File: config.mk
export PLATFORM = sky130hd
export DESIGN_NAME = pscr_config_regs
export DESIGN_NICKNAME = d
export VERILOG_FILES = /design/src/verilog/pscr_pkg.sv /design/src/verilog/pscr_pin_sync.sv /design/src/verilog/pscr_serial_rx.sv /design/src/verilog/pscr_config_regs.sv
export VERILOG_INCLUDE_DIRS = /design/src /design/src/verilog
export SDC_FILE = /design/constraint.sdc
export NUM_CORES = 1
export LEC_CHECK = 0
export ABC_AREA = 1
export BUFFER_PORTS_ARGS = -buffer_cell sky130_fd_sc_hd__clkbuf_2
export CORE_MARGIN = 2
export CORE_UTILIZATION = 60
export CTS_CLUSTER_SIZE = 20
export DETAILED_ROUTE_END_ITERATION = 16
export GPL_TIMING_DRIVEN = 0
export PLACE_DENSITY = 0.82
export RECOVER_POWER = 100
export SLEW_MARGIN = 40
export SYNTH_ARGS = -nofsm -noshare
export SYNTH_HDL_FRONTEND = slang
export SYNTH_HIERARCHICAL = 1
export SYNTH_SLANG_ARGS = --single-unit
File: constraint.sdc
create_clock -name sys_clk -period 2.4 [get_ports sys_clk]
set_input_delay 0.12 -clock sys_clk [delete_from_list [all_inputs] [get_ports sys_clk]]
set_output_delay 0.12 -clock sys_clk [all_outputs]
set_load 0.01 [all_outputs]
File: src/verilog/pscr_cfg.svh
// offsets, field positions, reset values and timing counts of the synthesizer config bank
`ifndef PSCR_CFG_SVH
`define PSCR_CFG_SVH

`define PSCR_WORD_W        32
`define PSCR_ADDR_W        4
`define PSCR_ADDR_INT      4'h0
`define PSCR_ADDR_COARSE   4'h1
`define PSCR_ADDR_PHASE    4'h2
`define PSCR_ADDR_FNUM     4'h3
`define PSCR_ADDR_FDEN     4'h4
`define PSCR_ADDR_REFPUMP  4'h5
`define PSCR_ADDR_LOOP     4'h6
`define PSCR_ADDR_LAST     4'hD

`define PSCR_R0_VARMOD     28
`define PSCR_R1_DITHER     31
`define PSCR_R2_PHASE_EN   31
`define PSCR_R5_XMOD_OFF   24
`define PSCR_R5_PRESC      23
`define PSCR_R5_HALF       22
`define PSCR_R5_DBL        21
`define PSCR_R6_BLEED_POL  23
`define PSCR_R6_BLEED_EN   22
`define PSCR_R6_INT_MODE   20
`define PSCR_R6_ABP        19
`define PSCR_R6_LOL        18
`define PSCR_R6_SD_SKIP    17
`define PSCR_R6_CP_TRI_PD  16
`define PSCR_R6_PWR_DOWN   6
`define PSCR_R6_CP_TRI     5
`define PSCR_R6_CNT_RST    4

`define PSCR_LD_NORMAL     2'h1
`define PSCR_LD_TRISTATE   2'h0
`define PSCR_LD_HIGH       2'h2
`define PSCR_LD_LOW        2'h3
`define PSCR_RESET_WORD    32'h00000000

// modulator held at zero fraction this long after a commit
`define PSCR_SD_RST_NS     100
`define PSCR_CLK_MHZ       40
`define PSCR_SD_RST_CYC    ((`PSCR_SD_RST_NS * `PSCR_CLK_MHZ + 999) / 1000)

`endif

File: src/verilog/pscr_pkg.sv
// types shared by the synthesizer config bank
package pscr_pkg;
   typedef logic [31:0] pscr_word_t;
   typedef logic [3:0]  pscr_addr_t;
   typedef enum logic [1:0] {
      PSCR_IDLE  = 2'b00,
      PSCR_SHIFT = 2'b01,
      PSCR_WAIT  = 2'b10
   } pscr_rx_e;
endpackage : pscr_pkg

File: src/verilog/pscr_pin_sync.sv
// three-stage pin synchroniser; change accepted when stages two and three agree
`timescale 1ns/100ps
`default_nettype none
module pscr_pin_sync
(
   input  wire logic sys_clk,
   input  wire logic rst_n,
   input  wire logic pin_in,
   output logic      pin_out,
   output logic      rise,
   output logic      fall
);
   logic [2:0] st_q;
   logic [2:0] st_d;
   logic       lvl_q;
   logic       lvl_d;

   always_comb
   begin
      st_d  = {st_q[1:0], pin_in};
      lvl_d = lvl_q;
      if (st_q[1] == st_q[2])
      begin
         lvl_d = st_q[2];
      end
   end

   always_ff @(posedge sys_clk)
   begin
      if (!rst_n)
      begin
         st_q  <= 3'h0;
         lvl_q <= 1'b0;
      end
      else
      begin
         st_q  <= st_d;
         lvl_q <= lvl_d;
      end
   end

   assign pin_out = lvl_q;
   assign rise    = lvl_d & ~lvl_q;
   assign fall    = ~lvl_d & lvl_q;
endmodule : pscr_pin_sync
`default_nettype wire

File: src/verilog/pscr_serial_rx.sv
// three-wire serial receiver: shifts 32 bits msb first, word taken on load strobe rise, or on the next reference fall when align_en is set
`timescale 1ns/100ps
`default_nettype none
`include "pscr_cfg.svh"
module pscr_serial_rx
(
   input  wire logic              sys_clk,
   input  wire logic              rst_n,
   input  wire logic              sclk_rise,
   input  wire logic              sdata,
   input  wire logic              strobe_rise,
   input  wire logic              align_en,
   input  wire logic              ref_fall,
   output pscr_pkg::pscr_word_t   word,
   output logic                   word_vld
);
   import pscr_pkg::*;

   pscr_word_t sh_q;
   pscr_word_t sh_d;
   pscr_word_t word_q;
   pscr_word_t word_d;
   logic       vld_q;
   logic       vld_d;
   pscr_rx_e   st_q;
   pscr_rx_e   st_d;

   always_comb
   begin
      sh_d   = sh_q;
      word_d = word_q;
      vld_d  = 1'b0;
      st_d   = st_q;
      if (sclk_rise)
      begin
         sh_d = {sh_q[30:0], sdata};
      end
      case (st_q)
         PSCR_IDLE, PSCR_SHIFT:
         begin
            if (strobe_rise)
            begin
               // without a reference the host must clear alignment, else no load
               if (align_en && !ref_fall)
               begin
                  st_d = PSCR_WAIT;
               end
               else
               begin
                  word_d = sh_q;
                  vld_d  = 1'b1;
                  st_d   = PSCR_IDLE;
               end
            end
         end
         PSCR_WAIT:
         begin
            if (ref_fall)
            begin
               word_d = sh_q;
               vld_d  = 1'b1;
               st_d   = PSCR_IDLE;
            end
         end
         default:
         begin
            st_d = PSCR_IDLE;
         end
      endcase
   end

   always_ff @(posedge sys_clk)
   begin
      if (!rst_n)
      begin
         sh_q   <= `PSCR_RESET_WORD;
         word_q <= `PSCR_RESET_WORD;
         vld_q  <= 1'b0;
         st_q   <= PSCR_IDLE;
      end
      else
      begin
         sh_q   <= sh_d;
         word_q <= word_d;
         vld_q  <= vld_d;
         st_q   <= st_d;
      end
   end

   assign word     = word_q;
   assign word_vld = vld_q;
endmodule : pscr_serial_rx
`default_nettype wire

File: src/verilog/pscr_config_regs.sv
// write-only configuration bank of the synthesizer, registers zero to six
// Function
// - new frequency applies only when register zero is written
// - register zero bit 28 picks fixed 25-bit or variable modulus
// - register zero bits 19:4 hold the 16-bit integer divide value
// - register one bit 31 turns modulator dither on
// - register one bits 28:4 hold the 25-bit coarse numerator
// - phase advance by 12-bit value, applied on next register zero write
// - register three bits 27:4 fine numerator, ignored in fixed modulus
// - register four bits 27:4 fine denominator, ignored in fixed modulus
// - register five bits 31:30 set lock detect pin mode, 01 normal
// - register five bits 28:25 charge pump current code
// - register five bit 24 zero adds a 26th modulus bit
// - reference halver, doubler, 5-bit counter, 12-bit resync divider
// - register six bleed value, polarity and enable
// - register six bit 20 disables the modulator, pure integer mode
// - bit 19 antibacklash width; bit 18 drops lock on lost reference
// - bit 17 zero forces zero fraction briefly on register zero write
// - bit 16 or bit 5 three-states the charge pump
// - lock window set by precision bits 9:8 with external bias
// - bit 6 powers down all blocks, keeping register contents
// - bit 4 holds feedback divider and reference counter in reset
// - each serial access carries a 32-bit word
// - strobe rise aligned to reference falling edge when enabled
`timescale 1ns/100ps
`default_nettype none
`include "pscr_cfg.svh"
module pscr_config_regs
(
   input  wire logic  sys_clk,
   input  wire logic  rst_n,
   input  wire logic  ser_clk,
   input  wire logic  ser_data,
   input  wire logic  load_strobe,
   input  wire logic  ref_in,
   input  wire logic  ref_present,
   input  wire logic  lock_raw,
   input  wire logic  strobe_align_en,
   output logic       var_modulus,
   output logic [15:0] int_value,
   output logic       modulator_dither_en,
   output logic [24:0] coarse_numerator,
   output logic [23:0] fine_numerator,
   output logic [23:0] fine_denominator,
   output logic       phase_adjust_en,
   output logic [11:0] phase_value,
   output logic       phase_step,
   output logic [3:0] charge_pump_code,
   output logic       extra_modulus_bit_off,
   output logic       prescaler_sel,
   output logic       ref_half_divider_en,
   output logic       ref_doubler_en,
   output logic [4:0] ref_count,
   output logic [11:0] resync_divider_one,
   output logic [7:0] bleed_value,
   output logic       bleed_negative,
   output logic       bleed_en,
   output logic       sigma_delta_modulator_en,
   output logic       antibacklash_width,
   output logic [1:0] lock_window_precision,
   output logic       charge_pump_tristate,
   output logic       power_down,
   output logic       counters_reset,
   output logic       lock_detect_out,
   output logic       lock_detect_oe
);
   import pscr_pkg::*;

   // ------------------------------------------------------------
   // pin synchronisers and receiver
   // ------------------------------------------------------------
   logic       sclk_rise;
   logic       strobe_rise;
   logic       ref_fall;
   logic       ref_ok;
   pscr_word_t rx_word;
   logic       rx_vld;

   pscr_pin_sync u_sclk
   (
      .sys_clk (sys_clk),
      .rst_n   (rst_n),
      .pin_in  (ser_clk),
      .pin_out (),
      .rise    (sclk_rise),
      .fall    ()
   );

   logic sdata_s;

   pscr_pin_sync u_sdata
   (
      .sys_clk (sys_clk),
      .rst_n   (rst_n),
      .pin_in  (ser_data),
      .pin_out (sdata_s),
      .rise    (),
      .fall    ()
   );

   pscr_pin_sync u_strobe
   (
      .sys_clk (sys_clk),
      .rst_n   (rst_n),
      .pin_in  (load_strobe),
      .pin_out (),
      .rise    (strobe_rise),
      .fall    ()
   );

   pscr_pin_sync u_ref
   (
      .sys_clk (sys_clk),
      .rst_n   (rst_n),
      .pin_in  (ref_in),
      .pin_out (),
      .rise    (),
      .fall    (ref_fall)
   );

   pscr_pin_sync u_refok
   (
      .sys_clk (sys_clk),
      .rst_n   (rst_n),
      .pin_in  (ref_present),
      .pin_out (ref_ok),
      .rise    (),
      .fall    ()
   );

   logic lock_s;

   pscr_pin_sync u_lock
   (
      .sys_clk (sys_clk),
      .rst_n   (rst_n),
      .pin_in  (lock_raw),
      .pin_out (lock_s),
      .rise    (),
      .fall    ()
   );

   // data sampled at sys_clk edge after sclk rise; the rise strobe comes one cycle ahead of the synced data level
   pscr_serial_rx u_rx
   (
      .sys_clk     (sys_clk),
      .rst_n       (rst_n),
      .sclk_rise   (sclk_rise),
      .sdata       (sdata_s),
      .strobe_rise (strobe_rise),
      .align_en    (strobe_align_en),
      .ref_fall    (ref_fall),
      .word        (rx_word),
      .word_vld    (rx_vld)
   );

   // ------------------------------------------------------------
   // register bank, with double buffers committed by register zero
   // ------------------------------------------------------------
   pscr_word_t r0_q, r0_d;
   pscr_word_t r1_q, r1_d;
   pscr_word_t r2_q, r2_d;
   pscr_word_t r3_q, r3_d;
   pscr_word_t r4_q, r4_d;
   pscr_word_t r5_q, r5_d;
   pscr_word_t r6_q, r6_d;
   pscr_word_t a1_q, a1_d;
   pscr_word_t a2_q, a2_d;
   pscr_word_t a3_q, a3_d;
   pscr_word_t a4_q, a4_d;
   logic       step_q, step_d;
   logic [7:0] sdr_q, sdr_d;
   logic       commit;

   function automatic logic addr_hit(input pscr_word_t w, input pscr_addr_t a);
      addr_hit = (w[3:0] == a);
   endfunction : addr_hit

   assign commit = rx_vld && addr_hit(rx_word, `PSCR_ADDR_INT);

   always_comb
   begin
      r0_d   = r0_q;
      r1_d   = r1_q;
      r2_d   = r2_q;
      r3_d   = r3_q;
      r4_d   = r4_q;
      r5_d   = r5_q;
      r6_d   = r6_q;
      a1_d   = a1_q;
      a2_d   = a2_q;
      a3_d   = a3_q;
      a4_d   = a4_q;
      step_d = 1'b0;
      sdr_d  = (sdr_q != 8'h00) ? sdr_q - 8'h01 : 8'h00;
      if (rx_vld)
      begin
         // addresses seven to thirteen belong to other blocks and are dropped here
         case (rx_word[3:0])
            `PSCR_ADDR_COARSE:  r1_d = rx_word;
            `PSCR_ADDR_PHASE:   r2_d = rx_word;
            `PSCR_ADDR_FNUM:    r3_d = rx_word;
            `PSCR_ADDR_FDEN:    r4_d = rx_word;
            `PSCR_ADDR_REFPUMP: r5_d = rx_word;
            `PSCR_ADDR_LOOP:    r6_d = rx_word;
            default:            r0_d = r0_q;
         endcase
      end
      if (commit)
      begin
         r0_d   = rx_word;
         a1_d   = r1_q;
         a2_d   = r2_q;
         a3_d   = r3_q;
         a4_d   = r4_q;
         step_d = r2_q[`PSCR_R2_PHASE_EN];
         if (!r6_q[`PSCR_R6_SD_SKIP])
         begin
            sdr_d = 8'(`PSCR_SD_RST_CYC);
         end
      end
   end

   always_ff @(posedge sys_clk)
   begin
      if (!rst_n)
      begin
         r0_q   <= `PSCR_RESET_WORD;
         r1_q   <= `PSCR_RESET_WORD;
         r2_q   <= `PSCR_RESET_WORD;
         r3_q   <= `PSCR_RESET_WORD;
         r4_q   <= `PSCR_RESET_WORD;
         r5_q   <= `PSCR_RESET_WORD;
         r6_q   <= `PSCR_RESET_WORD;
         a1_q   <= `PSCR_RESET_WORD;
         a2_q   <= `PSCR_RESET_WORD;
         a3_q   <= `PSCR_RESET_WORD;
         a4_q   <= `PSCR_RESET_WORD;
         step_q <= 1'b0;
         sdr_q  <= 8'h00;
      end
      else
      begin
         r0_q   <= r0_d;
         r1_q   <= r1_d;
         r2_q   <= r2_d;
         r3_q   <= r3_d;
         r4_q   <= r4_d;
         r5_q   <= r5_d;
         r6_q   <= r6_d;
         a1_q   <= a1_d;
         a2_q   <= a2_d;
         a3_q   <= a3_d;
         a4_q   <= a4_d;
         step_q <= step_d;
         sdr_q  <= sdr_d;
      end
   end

   // ------------------------------------------------------------
   // field decode
   // ------------------------------------------------------------
   logic sd_zero;

   assign sd_zero             = (sdr_q != 8'h00);
   assign var_modulus         = r0_q[`PSCR_R0_VARMOD];
   assign int_value           = r0_q[19:4];
   assign modulator_dither_en = a1_q[`PSCR_R1_DITHER];
   assign coarse_numerator    = sd_zero ? 25'h0 : a1_q[28:4];
   // fixed modulus: fine terms forced to zero so the divider ignores them
   assign fine_numerator      = (var_modulus && !sd_zero) ? a3_q[27:4] : 24'h0;
   assign fine_denominator    = var_modulus ? a4_q[27:4] : 24'h0;
   assign phase_adjust_en     = a2_q[`PSCR_R2_PHASE_EN];
   assign phase_value         = a2_q[15:4];
   assign phase_step          = step_q;
   assign charge_pump_code    = r5_q[28:25];
   assign extra_modulus_bit_off = r5_q[`PSCR_R5_XMOD_OFF];
   assign prescaler_sel       = r5_q[`PSCR_R5_PRESC];
   assign ref_half_divider_en = r5_q[`PSCR_R5_HALF];
   assign ref_doubler_en      = r5_q[`PSCR_R5_DBL];
   assign ref_count           = r5_q[20:16];
   assign resync_divider_one  = r5_q[15:4];
   assign bleed_value         = r6_q[31:24];
   assign bleed_negative      = r6_q[`PSCR_R6_BLEED_POL];
   assign bleed_en            = r6_q[`PSCR_R6_BLEED_EN];
   assign sigma_delta_modulator_en = ~r6_q[`PSCR_R6_INT_MODE];
   assign antibacklash_width  = r6_q[`PSCR_R6_ABP];
   assign lock_window_precision = r6_q[9:8];
   assign charge_pump_tristate = r6_q[`PSCR_R6_CP_TRI_PD] | r6_q[`PSCR_R6_CP_TRI];
   assign power_down          = r6_q[`PSCR_R6_PWR_DOWN];
   assign counters_reset      = r6_q[`PSCR_R6_CNT_RST];

   // ------------------------------------------------------------
   // lock detect pin
   // ------------------------------------------------------------
   logic ld_q, ld_d;
   logic ld_oe_q, ld_oe_d;

   always_comb
   begin
      ld_d    = 1'b0;
      ld_oe_d = 1'b1;
      case (r5_q[31:30])
         `PSCR_LD_NORMAL:
         begin
            // lost reference drops lock when enabled
            ld_d = lock_s && !(r6_q[`PSCR_R6_LOL] && !ref_ok) && !power_down;
         end
         `PSCR_LD_HIGH:     ld_d = 1'b1;
         `PSCR_LD_LOW:      ld_d = 1'b0;
         default:           ld_oe_d = 1'b0;
      endcase
   end

   always_ff @(posedge sys_clk)
   begin
      if (!rst_n)
      begin
         ld_q    <= 1'b0;
         ld_oe_q <= 1'b0;
      end
      else
      begin
         ld_q    <= ld_d;
         ld_oe_q <= ld_oe_d;
      end
   end

   assign lock_detect_out = ld_q;
   assign lock_detect_oe  = ld_oe_q;
endmodule : pscr_config_regs
`default_nettype wire

# After elaboration in Yosys (flattened, before gate mapping)
# Cells that the tools add are included.
# word_totals
register_bits	435
input_bits	9
out_inout_bits	149
wordCells	109
# classes
add_sub_neg	1
eq_ne	20
n_mux	23
n_bitwise	8
n_reduce_logical	26
# op_table
op	n
$mux 32	3
$pmux 32 s2	1
$mux 24	2
$mux 25	1
$mux 8	3
$reduce_and 2->1	8
$eq 4x3->1 const B	3
$eq 4x2->1 const B	2
$reduce_bool 8->1	1
$sub 8x1->8 const B	1
$mux 1	7
$eq 1x1->1	6
$eq 2x2->1 const B	3
$logic_and 1x1->1	6
$mux 2	3
$logic_not 1->1	5
$eq 2x1->1 const B	2
$eq 4x1->1 const B	1
$logic_not 4->1	1
$ne 2x2->1 const B	2
$not 1->1	4
$pmux 1 s2	2
$pmux 2 s2	1
$reduce_and 4->1	1
other kinds (7)	9

# Depth between registers and ports, before layout
# depth
depth_word	9
ltp_mapped	11
depth_no_buf	9

# Cells and area by module
# Netlist, hierarchy kept.
# modules_own_cells
mod	n_inst	cells_per_inst	area_each_um2	seq_area_each_um2
pscr_config_regs	1	1359	9828.2	4984.8
pscr_serial_rx	1	330	2555.0	1321.3
pscr_pin_sync	6	21	145.1	80.1

# Worst setup path after synthesis
# No wires, ideal clock.
# synth_timing
kind	register to output
start	register sdr_q[0]
end	output port fine_numerator[10]
arrival_ps	1271
t_required_ps	2280
path_slack_ps	1009
path_stages_with_launch	8
path_buffers	1
cell_sequence	dfxtp_1 -> inv_1 -> ha_1 -> nand2_1 -> nor2_1 -> nand3_1 -> clkbuf_1 -> nor2_1
# synth_via
elab_chain_cells	4
# synth_rtl
item	line_no	source
start: declaration	pscr_config_regs.sv:172	logic [7:0] sdr_q, sdr_d;
start signal: assignment	pscr_config_regs.sv:256	sdr_q <= sdr_d;
$reduce_bool 8->1	pscr_config_regs.sv:265	assign sd_zero = (sdr_q != 8'h00);
$logic_not 1->1	pscr_config_regs.sv:271	assign fine_numerator = (var_modulus && !sd_zero) ? a3_q[27:4] : 24'h0;
$logic_and 1x1->1	pscr_config_regs.sv:271	
$mux 24	pscr_config_regs.sv:271	
end: declaration	pscr_config_regs.sv:43	output logic [23:0] fine_numerator,
# No other way between the ends.

# Worst setup path after layout
# layout_timing
start	register sdr_q[0]
end	output port coarse_numerator[17]
# layout_via
elab_chain_cells	2
# layout_rtl
item	line_no	source
$reduce_bool 8->1	pscr_config_regs.sv:265	
$mux 25	pscr_config_regs.sv:269	assign coarse_numerator = sd_zero ? 25'h0 : a1_q[28:4];
end: declaration	pscr_config_regs.sv:42	output logic [24:0] coarse_numerator,
# No other way between the ends.

==> summary.md <==
| Metric | Value |
|---|---|
| Most utilized layer in the global route result | met2 |
| Max Cap Viol | 0 |
| Layout cells sized above 1 | under 10% |
| Placer congestion estimate | 0.860 |
| Number of fill cells | roughly 1,900 |
| Final Skew | 14.9 ps |
| Synth-to-layout area growth | 15.7% |
| Global routing met3 resource utilization | around 4.6% |
| Kind of path behind the tightest hold check | primary input to register |
| Synthesized Nets | 1,819 |
| Antenna cell count | 0 |
| Clock period minus final worst setup slack | about 2300 ps |
| Pre-Repair DR Iteration Count | 7 |
| Fmax | about 0.43 GHz |
| Post-synthesis instance area | ~0.013 mm2 |
| Max-slew headroom at the worst pin | a little over half |
| First-pass GRT wire length | 56,700 um |
| Clock root buffer | clkbuf_16 |
| Area used by multi-input combinational logic | roughly 0.0048 mm2 |
| Maximum vdd ir drop | approximately 690 uV |
| Floorplan die width | between 150 and 200 um |
| Layout Cell Area excl Fill | around 0.015 mm2 |
| Nature of the critical path endpoint | output pin |
| Cell Count, Final, Fillers Out | 2,310 |
| Antenna violations before repair | 0 |
| Total clock sinks | roughly 340 |
| Number of standard-cell rows in the floorplan | 54 |
| IO Port Bufs | 157 |
| Final count of pins violating max slew | 0 |
| Share of the clock period used by the worst path after layout | a little over nine tenths |
| Pin count of the biggest net entering global routing | 29 |
| Actual slew at the worst max-slew pin | about 700 ps |
| Via/cell ratio | between 5 and 6 |
| Pre-CTS setup slack | roughly 420 ps |
| Area of placed instances | around 0.014 mm2 |
| Met2 Resource Use GR | ~50% |
| Detail-routed net length per standard cell | ~15 um |
| Overall overflow remaining after global route | 0 |
| Total core area | 0.0217 mm2 |
| Final #Nets | 2,019 |
| Worst-Skew Late Latency | about 510 ps |
| Outcome | completed |
| Maximum fanout along the worst path | 10 |
| Violation count after the first detailed-route iteration | 960 |
| I/O pin count | ~160 |
| Required time reported for the critical path endpoint | roughly 2300 ps |
| Power per standard cell area | ~760 mW/mm2 |
| Kind of launch point of the worst setup path | register |
| Count of synthesis-stage warnings from yosys | 6 |
| Die height | 152 um |
| Count of H-tree levels built during CTS | 2 |
| Antenna-violating nets left | 0 |
| Final number of hold-violating endpoints | 0 |
| Combined global-route utilization of all metal layers | between 20% and 30% |
| Category of the critical setup timing path | register to output pin |
| Number of setup buffers added after CTS | 0 |
| Maximum clock path buffer count | 3 |
| Smallest setup slack after layout | 69.8 ps |
| Post-Route WL | 35,400 um |
| Final-layout setup total negative slack | 0 ps |
| Vias in the first global route | 11,428 |
| TritonCTS clock tree | done |
| Die area | 0.0232 mm2 |
| Remaining design rule violation count | 0 |
| Initial standard-cell utilization of the core | around three fifths |
| Clock-pin transition on the worst setup and hold timing paths | ~60 ps |
| Reported leakage power | 6.33 nW |
| Met1 layer usage reported by global route | a little under two fifths |
| Vias after detailed routing | ~12,000 |
| Arrival time reported for the critical path endpoint | 2210 ps |
| Estimated wirelength of the detail-placed design | 24,000 um |
| FF/Latch Area | about 0.0068 mm2 |
| CTS buffer count | 35 |
| Mean post-synth cell area | between 7 and 8 um2 |
| Post-Place Cells | about 2,200 |
| Unrepaired setup endpoints after global routing | true |
| Count of mapped cells out of synthesis | about 1,800 |
| Number of setup violations in the final report | 0 |
==> flip-flops by register name (all words and copies together), names as in the netlist, 3 cells and up <==
name,cells
u_refok/st_q,3
a1_q,26
u_sclk/st_q,3
u_rx/word,32
r1_q,26
r0_q,17
u_sdata/st_q,3
r6_q,20
u_ref/st_q,3
sdr_q,8
a4_q,24
u_rx/sh_q,32
u_lock/st_q,3
a3_q,24
r4_q,24
u_strobe/st_q,3
r3_q,24
r5_q,27
a2_q,13
r2_q,13
==> worst max-delay path, stage by stage, from the launching register on <==
cell      delay (ps)
dfxtp_1          310
inv_1             70
ha_1             220
nand2_1           70
nor2_1           120
nand2_1          250
clkbuf_2         300
nor2_1           210
clkbuf_2         170
==> path summary, 6_finish.rpt <==
kind	slack [ps]	startpoint	end	cells after the start
worst max-delay path	70	sdr_q[0]$_SDFF_PN0_	coarse_numerator[17]	8
worst min-delay path	150	rst_n	u_sdata/st_q[0]$_SDFF_PN0_	3
worst max register to register	240	u_rx/word[3]$_SDFFE_PN0P_	a1_q[19]$_SDFFE_PN0P_	7
worst min register to register	410	u_ref/st_q[0]$_SDFF_PN0_	u_ref/st_q[1]$_SDFF_PN0_	2
==> metal layers <==
layer | vias to the layer above | wire, um | part of all wire [%]
met3 | 102 | 2690 | 7.6
met4 | 0 | 1550 | 4.4
met1 | 5511 | 14800 | 42
li1 | 6007 | - | -
met2 | 497 | 16300 | 46
met5 | - | 0 | 0
==> cells in the final DEF, fill, tap and decap left out <==
cell type,instances
clkbuf_1,213
nor2_4,2
inv_1,195
nor2_2,1
nand2_2,1
clkbuf_8,10
clkbuf_16,37
buf_6,8
o21ai_1,7
nand2_1,375
o21ai_0,138
clkbuf_4,7
clkbuf_2,34
or2_2,1
buf_2,18
clkinv_2,7
nand3_1,40
a21oi_1,170
buf_4,26
nand4_1,4
nor2_1,306
inv_2,2
dlygate4sd3_1,7
clkinvlp_4,1
dfxtp_1,339
nor3_1,73
ha_1,4
buf_1,1
xor2_1,3
==> timing repair <==
action,CTS,global route
endpoints found under the setup margin,0,35
hold buffers,7,0
gates resized for setup,0,8
endpoints found under the hold margin,7,0
==> layout make-up <==
cell class	count	area share, %
tap	280	2.29
sequential	339	44.4
clock inverter	8	0.278
multi-input combinational	1125	31.7
inverter	197	4.83
timing repair buffer	164	4.51
clock buffer	53	7.10
buffer	144	4.97
==> report_power, final <==
group	internal (W)	leakage (nW)	switching, W
Combinational	0.000176	3.03	0.000416
Sequential	0.00569	2.73	0.0000394
Clock	0.00312	0.562	0.00215
Total	0.00899	6.33	0.00261
==> stage by stage <==
| stage | total power [W] | util, % | hold WS, ps |
|---|---|---|---|
| after CTS | 0.0116 | 71.7 | 153 |
| after global routing | 0.0120 | 70.5 | 193 |
| final | 0.0116 | 70.5 | 150 |
| after detailed placement | 0.00642 | 66.2 | 305 |
| after global placement | 0.00641 | 66.2 | 300 |
| after floorplan | 0.00628 | - | 213 |
Power figures use the tool's default switching activity.
